## src/pvu_pkg.sv

```systemverilog
// constants shared by the channel value update block
//
// Overview of operation
// - edge PWM loads channel at modulo-1 to modulo
// - free-running counter loads at FFFE to FFFF
// - center PWM loads channel at modulo-1 to modulo
// - center PWM, value equal modulo gives 100%
// - center PWM, modulo-1 gives near 100% duty
// - zero to non-zero waits for next period
// - non-zero to zero finishes current period first
// - control write in debug halt clears modulo halves
// - center counts up then down, match sets/clears
// - modulo zero or FFFF means free running
// - control write clears channel byte coherency
`default_nettype none

package pvu_pkg;
    // register byte offsets on the bus
    localparam logic [7:0]  OFS_STATUS_CONTROL = 8'h00;
    localparam logic [7:0]  OFS_COUNTER        = 8'h04;
    localparam logic [7:0]  OFS_MOD_HI         = 8'h08;
    localparam logic [7:0]  OFS_MOD_LO         = 8'h0C;
    localparam logic [7:0]  OFS_CHAN_HI        = 8'h10;
    localparam logic [7:0]  OFS_CHAN_LO        = 8'h14;
    localparam logic [7:0]  OFS_STATE          = 8'h18;
    // status/control field layout and reset
    localparam int          SC_CLKS_LSB        = 3;
    localparam int          SC_CENTER_BIT      = 5;
    localparam logic [7:0]  SC_RESET           = 8'h00;
    localparam logic [7:0]  SC_WR_MASK         = 8'h38;
    // state register field positions
    localparam int          ST_PENDING_BIT     = 16;
    localparam int          ST_DOWN_BIT        = 17;
    // value resets and limits
    localparam logic [15:0] MOD_RESET          = 16'h0000;
    localparam logic [15:0] CHAN_RESET         = 16'h0000;
    localparam logic [15:0] FREE_LIMIT         = 16'hFFFF;
    localparam logic [15:0] FREE_MOD_ZERO      = 16'h0000;
    localparam logic [1:0]  CLKS_NONE          = 2'h0;

    // counter direction, one-hot
    typedef enum logic [1:0] {
        PVU_UP   = 2'b01,
        PVU_DOWN = 2'b10
    } pvu_dir_e;
endpackage : pvu_pkg

`default_nettype wire

```

## src/pvu_channel_update.sv

```systemverilog
// one timer/PWM channel with buffered value update, Wishbone slave
`default_nettype none

module pvu_channel_update
    import pvu_pkg::*;
(
    // clock and reset
    input  wire logic        clk_i,
    input  wire logic        rst_i,
    // wishbone classic slave
    input  wire logic        cyc_i,
    input  wire logic        stb_i,
    input  wire logic        we_i,
    input  wire logic [7:0]  adr_i,
    input  wire logic [3:0]  sel_i,
    input  wire logic [31:0] dat_i,
    output logic      [31:0] dat_o,
    output logic             ack_o,
    // timer environment
    input  wire logic        timer_tick_i,
    input  wire logic        debug_halt_mode_i,
    // pwm pin
    output logic             pwm_o
);
    logic [7:0]  timer_status_control;
    logic [15:0] timer_count;
    pvu_dir_e    count_dir;
    logic [15:0] counter_modulo_value;
    logic [15:0] channel_compare_value;
    logic        cv_pending;
    logic [7:0]  next_sc;
    logic [15:0] next_count;
    pvu_dir_e    next_dir;
    logic [15:0] next_mod;
    logic [15:0] next_cv;
    logic        next_pending;
    logic        next_pwm;
    logic [31:0] next_dat;
    logic        next_ack;
    logic        bus_req;
    logic        wr_fire;
    logic        lane0;
    logic        sc_write;
    logic        cnt_write;
    logic [15:0] mod_buf;
    logic        mod_done;
    logic [15:0] chan_buf;
    logic        chan_done;
    logic [1:0]  clks;
    logic        center_aligned_pwm;
    logic        count_en;
    logic [15:0] limit;
    logic        at_pre_limit;
    logic        xfer;

    // a write takes effect only at the edge that samples ack high
    assign bus_req   = cyc_i & stb_i;
    assign wr_fire   = bus_req & we_i & ack_o;
    assign lane0     = sel_i[0];
    assign sc_write  = wr_fire & lane0 & (adr_i == OFS_STATUS_CONTROL);
    assign cnt_write = wr_fire & (adr_i == OFS_COUNTER);

    // decoded control fields
    assign clks     = timer_status_control[SC_CLKS_LSB +: 2];
    assign center_aligned_pwm = timer_status_control[SC_CENTER_BIT];
    // counting freezes while halted for debug
    assign count_en = timer_tick_i & (clks != CLKS_NONE) & ~debug_halt_mode_i;

    // modulo of zero or all ones runs free
    assign limit = ((counter_modulo_value == FREE_MOD_ZERO) ||
                    (counter_modulo_value == FREE_LIMIT)) ? FREE_LIMIT
                                                          : counter_modulo_value;

    // step from limit-1 to limit, counting up in both modes
    assign at_pre_limit = count_en && (count_dir == PVU_UP) &&
                          (timer_count == limit - 16'h0001);

    // without a clock the value loads on completion, else at the step
    assign xfer = (clks == CLKS_NONE) ? chan_done
                                      : (cv_pending & at_pre_limit);

    // modulo halves; cleared only by a control write during debug halt
    pvu_byte_pair u_mod_pair (
        .clk_i   (clk_i),
        .rst_i   (rst_i),
        .wr_hi_i (wr_fire & lane0 & (adr_i == OFS_MOD_HI)),
        .wr_lo_i (wr_fire & lane0 & (adr_i == OFS_MOD_LO)),
        .byte_i  (dat_i[7:0]),
        .clr_i   (sc_write & debug_halt_mode_i),
        .buf_o   (mod_buf),
        .done_o  (mod_done)
    );

    // channel halves; any control write with byte lane 0 restarts the pairing
    pvu_byte_pair u_chan_pair (
        .clk_i   (clk_i),
        .rst_i   (rst_i),
        .wr_hi_i (wr_fire & lane0 & (adr_i == OFS_CHAN_HI)),
        .wr_lo_i (wr_fire & lane0 & (adr_i == OFS_CHAN_LO)),
        .byte_i  (dat_i[7:0]),
        .clr_i   (sc_write),
        .buf_o   (chan_buf),
        .done_o  (chan_done)
    );

    // bus answer: one wait state, unmapped reads give zero
    always_comb begin
        next_ack = bus_req & ~ack_o;
        next_dat = 32'h0000_0000;
        unique case (adr_i)
            OFS_STATUS_CONTROL: next_dat[7:0]  = timer_status_control;
            OFS_COUNTER:        next_dat[15:0] = timer_count;
            OFS_MOD_HI:         next_dat[7:0]  = counter_modulo_value[15:8];
            OFS_MOD_LO:         next_dat[7:0]  = counter_modulo_value[7:0];
            OFS_CHAN_HI:        next_dat[7:0]  = channel_compare_value[15:8];
            OFS_CHAN_LO:        next_dat[7:0]  = channel_compare_value[7:0];
            OFS_STATE: begin
                next_dat[15:0]           = channel_compare_value;
                next_dat[ST_PENDING_BIT] = cv_pending;
                next_dat[ST_DOWN_BIT]    = (count_dir == PVU_DOWN);
            end
            default:            next_dat = 32'h0000_0000;
        endcase
        if (!(bus_req && !ack_o)) begin
            next_dat = dat_o;
        end
    end

    always_ff @(posedge clk_i) begin
        if (rst_i) begin
            ack_o <= 1'b0;
            dat_o <= 32'h0000_0000;
        end else begin
            ack_o <= next_ack;
            dat_o <= next_dat;
        end
    end

    // control register; unused bits stay zero
    always_comb begin
        next_sc = timer_status_control;
        if (sc_write) begin
            next_sc = dat_i[7:0] & SC_WR_MASK;
        end
    end

    always_ff @(posedge clk_i) begin
        if (rst_i) begin
            timer_status_control <= SC_RESET;
        end else begin
            timer_status_control <= next_sc;
        end
    end

    // counter: up-only in edge mode, up then down in center mode
    always_comb begin
        next_count = timer_count;
        next_dir   = count_dir;
        next_mod   = counter_modulo_value;
        if (mod_done) begin
            next_mod = mod_buf;
        end
        if (cnt_write) begin
            next_count = 16'h0000; // any write restarts, data ignored
            next_dir   = PVU_UP;
        end else if (count_en) begin
            if (!center_aligned_pwm) begin
                next_dir   = PVU_UP;
                next_count = (timer_count >= limit) ? 16'h0000 : timer_count + 16'h0001;
            end else begin
                unique case (count_dir)
                    PVU_UP: begin
                        if (timer_count >= limit) begin
                            next_dir   = PVU_DOWN;
                            next_count = timer_count - 16'h0001;
                        end else begin
                            next_count = timer_count + 16'h0001;
                        end
                    end
                    PVU_DOWN: begin
                        if (timer_count == 16'h0000) begin
                            next_dir   = PVU_UP;
                            next_count = 16'h0001;
                        end else begin
                            next_count = timer_count - 16'h0001;
                        end
                    end
                    default: begin
                        next_dir   = PVU_UP;
                        next_count = 16'h0000;
                    end
                endcase
            end
        end
    end

    always_ff @(posedge clk_i) begin
        if (rst_i) begin
            timer_count          <= 16'h0000;
            count_dir            <= PVU_UP;
            counter_modulo_value <= MOD_RESET;
        end else begin
            timer_count          <= next_count;
            count_dir            <= next_dir;
            counter_modulo_value <= next_mod;
        end
    end

    // with a clock the active value moves only at the period boundary, so a running period
    // always finishes with the duty it started with
    always_comb begin
        next_cv      = channel_compare_value;
        next_pending = chan_done | (cv_pending & ~xfer); // new completion wins
        if (xfer) begin
            next_cv = chan_buf;
        end
        if (clks == CLKS_NONE) begin
            next_pending = 1'b0;
        end
    end

    always_ff @(posedge clk_i) begin
        if (rst_i) begin
            channel_compare_value <= CHAN_RESET;
            cv_pending            <= 1'b0;
        end else begin
            channel_compare_value <= next_cv;
            cv_pending            <= next_pending;
        end
    end

    // output: active below the value; in center mode a value at or above the limit stays active,
    // which is the match-down set and match-up clear of the center mode
    always_comb begin
        next_pwm = (timer_count < channel_compare_value);
        if (center_aligned_pwm && (channel_compare_value >= limit)) begin
            next_pwm = 1'b1;
        end
    end

    always_ff @(posedge clk_i) begin
        if (rst_i) begin
            pwm_o <= 1'b0;
        end else begin
            pwm_o <= next_pwm;
        end
    end

    // ack lasts one cycle
    ack_pulse_a: assert property (@(posedge clk_i) disable iff (rst_i)
        ack_o |=> !ack_o)
        else $error("ack held longer than one cycle");

    // clocked load happens only on the step into the limit
    load_point_a: assert property (@(posedge clk_i) disable iff (rst_i)
        (clks != CLKS_NONE) && xfer && !cnt_write |=>
            (timer_count == $past(limit)) && (channel_compare_value == $past(chan_buf)))
        else $error("channel value loaded off the limit step");

    // active value is stable between loads
    value_hold_a: assert property (@(posedge clk_i) disable iff (rst_i)
        !xfer |=> $stable(channel_compare_value))
        else $error("channel value changed inside a period");

    // a free-running count loads a pending value on the step into all ones
    free_limit_a: assert property (@(posedge clk_i) disable iff (rst_i)
        cv_pending && !chan_done && count_en && !cnt_write && (count_dir == PVU_UP) &&
        (counter_modulo_value == FREE_MOD_ZERO) &&
        (timer_count == FREE_LIMIT - 16'h0001) |=>
            (channel_compare_value == $past(chan_buf)) && !cv_pending)
        else $error("free-running count missed the all-ones load");

    // center mode: full duty when the value reaches the limit
    full_duty_a: assert property (@(posedge clk_i) disable iff (rst_i)
        center_aligned_pwm && (channel_compare_value == limit) |=> pwm_o)
        else $error("center value equal to modulo not full duty");

    // modulo-1 keeps the output active below the turn
    near_full_a: assert property (@(posedge clk_i) disable iff (rst_i)
        center_aligned_pwm && (channel_compare_value == limit - 16'h0001) &&
        (timer_count < channel_compare_value) |=> pwm_o)
        else $error("center value modulo-1 went inactive");

    // center count turns down at the limit
    turn_down_a: assert property (@(posedge clk_i) disable iff (rst_i)
        center_aligned_pwm && count_en && !cnt_write && count_dir == PVU_UP &&
        timer_count == limit |=> count_dir == PVU_DOWN)
        else $error("center counter did not turn at the limit");

    // without a clock the completed value lands the next cycle
    direct_load_a: assert property (@(posedge clk_i) disable iff (rst_i)
        (clks == CLKS_NONE) && chan_done |=> channel_compare_value == $past(chan_buf))
        else $error("unclocked channel value not loaded at once");

    // a clocked zero change waits for the boundary
    zero_wait_a: assert property (@(posedge clk_i) disable iff (rst_i)
        (clks != CLKS_NONE) && cv_pending && !at_pre_limit |=>
            channel_compare_value == $past(channel_compare_value))
        else $error("pending value applied mid period");
endmodule : pvu_channel_update

`default_nettype wire

```

## src/pvu_byte_pair.sv

```systemverilog
// two-byte write coherency for a 16-bit register
`default_nettype none

module pvu_byte_pair
    import pvu_pkg::*;
(
    // clock and reset
    input  wire logic        clk_i,
    input  wire logic        rst_i,
    // byte writes
    input  wire logic        wr_hi_i,
    input  wire logic        wr_lo_i,
    input  wire logic [7:0]  byte_i,
    input  wire logic        clr_i,
    // assembled value
    output logic      [15:0] buf_o,
    output logic             done_o
);
    logic        hi_seen;
    logic        lo_seen;
    logic        next_hi_seen;
    logic        next_lo_seen;
    logic [15:0] next_buf;
    logic        next_done;

    // halves may come in either order; a clear drops a half-written value
    always_comb begin
        next_buf     = buf_o;
        next_hi_seen = hi_seen | wr_hi_i;
        next_lo_seen = lo_seen | wr_lo_i;
        next_done    = 1'b0;
        if (wr_hi_i) begin
            next_buf[15:8] = byte_i;
        end
        if (wr_lo_i) begin
            next_buf[7:0] = byte_i;
        end
        if (clr_i) begin
            next_hi_seen = 1'b0;
            next_lo_seen = 1'b0;
        end else if (next_hi_seen && next_lo_seen) begin
            next_done    = 1'b1;
            next_hi_seen = 1'b0;
            next_lo_seen = 1'b0;
        end
    end

    // registers only
    always_ff @(posedge clk_i) begin
        if (rst_i) begin
            buf_o   <= 16'h0000;
            hi_seen <= 1'b0;
            lo_seen <= 1'b0;
            done_o  <= 1'b0;
        end else begin
            buf_o   <= next_buf;
            hi_seen <= next_hi_seen;
            lo_seen <= next_lo_seen;
            done_o  <= next_done;
        end
    end

    // a clear leaves no half behind
    clear_halves_a: assert property (@(posedge clk_i) disable iff (rst_i)
        clr_i |=> (!hi_seen && !lo_seen && !done_o))
        else $error("byte pair clear left a half pending");
endmodule : pvu_byte_pair

`default_nettype wire

```

## config.mk

```make
export PLATFORM = sky130hd
export DESIGN_NAME = pvu_channel_update
export DESIGN_NICKNAME = d
export VERILOG_FILES = /design/src/pvu_pkg.sv /design/src/pvu_channel_update.sv /design/src/pvu_byte_pair.sv
export SDC_FILE = /design/constraint.sdc
export NUM_CORES = 1
export LEC_CHECK = 0
export BUFFER_PORTS_ARGS = -buffer_cell sky130_fd_sc_hd__buf_2
export CAP_MARGIN = 20
export CORE_MARGIN = 2
export CORE_UTILIZATION = 27
export CTS_BUF_LIST = sky130_fd_sc_hd__clkbuf_16
export CTS_CLUSTER_SIZE = 16
export DETAILED_ROUTE_END_ITERATION = 10
export HOLD_SLACK_MARGIN = 0.02
export SYNTH_ARGS = -nofsm -noshare
export SYNTH_HDL_FRONTEND = slang
export SYNTH_SLANG_ARGS = --single-unit
```

## constraint.sdc

```tcl
create_clock -name clk_i -period 9.2 [get_ports clk_i]
set_input_delay 1.38 -clock clk_i [delete_from_list [all_inputs] [get_ports clk_i]]
set_output_delay 1.38 -clock clk_i [all_outputs]
set_load 0.1 [all_outputs]
```

==> metrics.md <==
| Metric | Value |
|---|---|
| FMAX | around 190 MHz |
| Core Rows | 60 |
| Post-DRT Antenna Nets | 0 |
| CTS sink cnt | around 110 |
| GRT overflow | 0 |
| Top_reg_cell synth | dfxtp_1 |
| Worst skew pair latency | approximately 0.37 ns |
| Synth Area in Adders | 0.0901 |
| Worst Path Required | roughly 9.4 ns |
| Initial antenna violation count | 0 |
| Max cap viols | 0 |
| Outcome | complete, no violations |
| Ys Warns | 0 |
| Multiplexer area fraction after synthesis | 0.111 |
| Setup TNS | 0 ns |
| Crit Path Class | register to register |
| Fill cell count | 2,875 |
| Post-Route Skew | approximately 0.013 ns |
| I/O Buffers | 43 |
| CTS resizes | 0 |
| Synth Instances | approximately 900 |
| RSZ-0062 raised after global routing | false |
| Worst Setup End Kind | register |
| Initial Util | 0.274 |
| DRC | 0 |
| Routability cong. | ~0.9 |
| Flop2flop setup slack | about 4.0 ns |
| Crit path buffers/inverters | 0 |
| DIE AREA | between 20,000 and 30,000 um2 |
| Gr usage total | 0.150 |
| Cell taking the most area after synthesis | dfxtp_1 |
| Slew Viols, Final | 0 |
| Top-count cell post-synth | nor2_1 |
| Synth Register Bits | 112 |
| First-pass GRT wire length | between 30,000 and 40,000 um |
| Synth top area share | 0.305 |
| # IOs | 85 |
| FFs w/ async S/R, synth | 0 |
| Max Root-Sink Buffers | 2 |
| Critical-path cell list | nand4_1 > nor4_1 > a21o_1 > nor2_1 > ha_1 > xnor2_1 > a2111o_1 > a2111oi_2 > o2111ai_1 > a2111oi_2 > nand4_1 > o21ai_4 > mux2i_1 > nor2_1 |
| Number of H-tree levels | 3 |
| Setup crit start kind | register |
| Sequential share of the synthesized area | 0.305 |
| Power per cell area | 122 nW/um2 |
| Final net count | 1,007 |
| Synth Cell Area | 7360 um2 |
| Worst vdd ir | 0.0932 mV |
| Final Power | approximately 0.00099 W |
| Netlist cell types | 72 |
| Post-synth top cells | nor2_1 (141), dfxtp_1 (112), mux2i_1 (67) |
| XOR/XNOR Fraction of Synth Area | 0.0328 |
| Die height | about 170 um |
| Worst-Margin Slew | approximately 1.0 ns |
| Setup Buffers After CTS | 0 |
| Root buffer cell | clkbuf_16 |
| Slowest stage cell on the critical path | nor4_1 |
| Vias | around 6.7k |
| Antenna diode count | 0 |
| CP peak stage delay | 0.88 ns |
| Synth Area in Simple Gates | 0.226 |
| Final Hold Fails | 0 |
| DRT iter0 DRCs | roughly 550 |
| Final instance area | 8130 um2 |
| Critical path fanouts, max | 16 |
| Hold_buf cts | 0 |
| Tmin final | between 5 and 6 ns |
| Hpwl dp | around 16,000 um |
| Clock-pin slew on the worst setup and hold paths | 0.09 ns |
| Pleak | 3.16 nW |
| Post-synthesis area per instance | ~8.2 um2 |
| Largest net degree at the start of global routing | between 90 and 100 |
| Compound-gate portion of the synthesized area | 0.174 |
| Placed Area | 7810 um2 |
| Width of the chip | 169 um |
| Number of global-route vias before repair | 6,188 |
| Share of cells above drive strength 1 | 0.109 |
| Worst hold slack | between 0.4 and 0.5 ns |
| CTS buffer count | 9 |
| Rel. slew slack | 0.329 |
| Largest family of logic cells by synthesized area | simple AND/OR/NAND/NOR gates |
| CP top delay family | compound AO/OA/AOI/OAI gates |
| Fin crit share | 0.566 |
| Hold Crit Class | register to register |
| Via density | 5.38 |
| Core ar. | between 20,000 and 30,000 um2 |
| Number of synthesized flops with an enable pin | 0 |
| Post-DR wirelength/cell | 17.4 um |
| Synth area leaders | dfxtp_1 (30%), mux2i_1 (9.1%), ha_1 (9.0%) |
| Synthesis-to-layout area growth | 10.4% |
| 1st-pass router iterations | 5 |
| Worst EP arrival | 5.43 ns |
| Final number of setup-violating endpoints | 0 |
| CTS tree | done |
| Post-Route WL | approximately 22,000 um |
==> power breakdown <==
part	total [W]	internal [W]	switching, W	leakage [nW]
Combinational	0.0000842	0.0000125	0.0000718	2.10
Clock	0.000418	0.000201	0.000217	0.155
Sequential	0.000489	0.000487	0.00000162	0.904
Total	0.000991	0.000701	0.000290	3.16
==> state kept, by name, summed over array words and instances (netlist names), 2 cells and up <==
name	cells
u_chan_pair.buf_o	16
u_mod_pair.buf_o	16
dat_o	18
counter_modulo_value	16
timer_count	16
count_dir	2
timer_status_control	3
channel_compare_value	16
==> through the flow <==
step / cells / worst slack, ns / util
final: 1249 / 3.99 / 0.303
after global routing: 1249 / 3.70 / 0.303
after CTS: 1249 / 4.10 / 0.303
after detailed placement: 1233 / 4.13 / 0.291
after global placement: 1233 / 4.16 / 0.291
after floorplan: 911 / 4.91 / -
==> per-layer routing <==
layer,GRT usage,routed length (um)
met4,0.0450,466
met3,0.0331,1660
met2,0.238,9790
met5,0,0
met1,0.204,9760
==> worst paths after layout <==
check / cells past startpoint / end / startpoint
max reg2reg: 14 / channel_compare_value[5] / counter_modulo_value[8]
max: 14 / channel_compare_value[5] / counter_modulo_value[8]
min reg2reg: 1 / u_mod_pair.hi_seen / u_mod_pair.lo_seen
min: 1 / u_mod_pair.hi_seen / u_mod_pair.lo_seen
==> layout by cell type, fill, tap and decap left out, types with 14 or more instances in the layout <==
cell / n
nor2_1: 141
dfxtp_1: 112
mux2i_1: 67
a21oi_1: 54
ha_1: 53
nand2_1: 47
buf_2: 43
nor3_1: 36
o21ai_0: 31
inv_1: 25
nand3_1: 21
a21o_1: 20
nand4_1: 15
conb_1: 14
==> kinds of logic (layout without fill, tap and decap cells) <==
| kind of cell | after synthesis | in the layout |
|---|---|---|
| compound gates | 189 | 189 |
| flops | 112 | 112 |
| other cells | 1 | 14 |
| simple gates | 341 | 341 |
| xor+xnor | 26 | 26 |
| mux | 77 | 77 |
| buf+inv | 99 | 96 |
| fa+ha+maj | 53 | 53 |
==> cell type report <==
| class | instances | area, um2 | area share |
|---|---|---|---|
| Clock buffer | 9 | 225 | 0.0277 |
| Clock inverter | 7 | 93.8 | 0.0115 |
| Timing Repair Buffer | 55 | 305 | 0.0375 |
| Inverter | 25 | 93.8 | 0.0115 |
| Tap cell | 341 | 427 | 0.0525 |
| Sequential cell | 112 | 2240 | 0.276 |
| Multi-Input combinational cell | 700 | 4740 | 0.583 |
==> worst register-to-register path: cells and delay by family, from the launching register on <==
kind / cells / cell delay (ns)
xor+xnor: 1 / 0.17
flops: 1 / 0.65
simple gates: 5 / 1.54
fa+ha+maj: 1 / 0.34
compound gates: 6 / 2.11
mux: 1 / 0.28
Note: power is estimated with default switching activity, not from simulation.
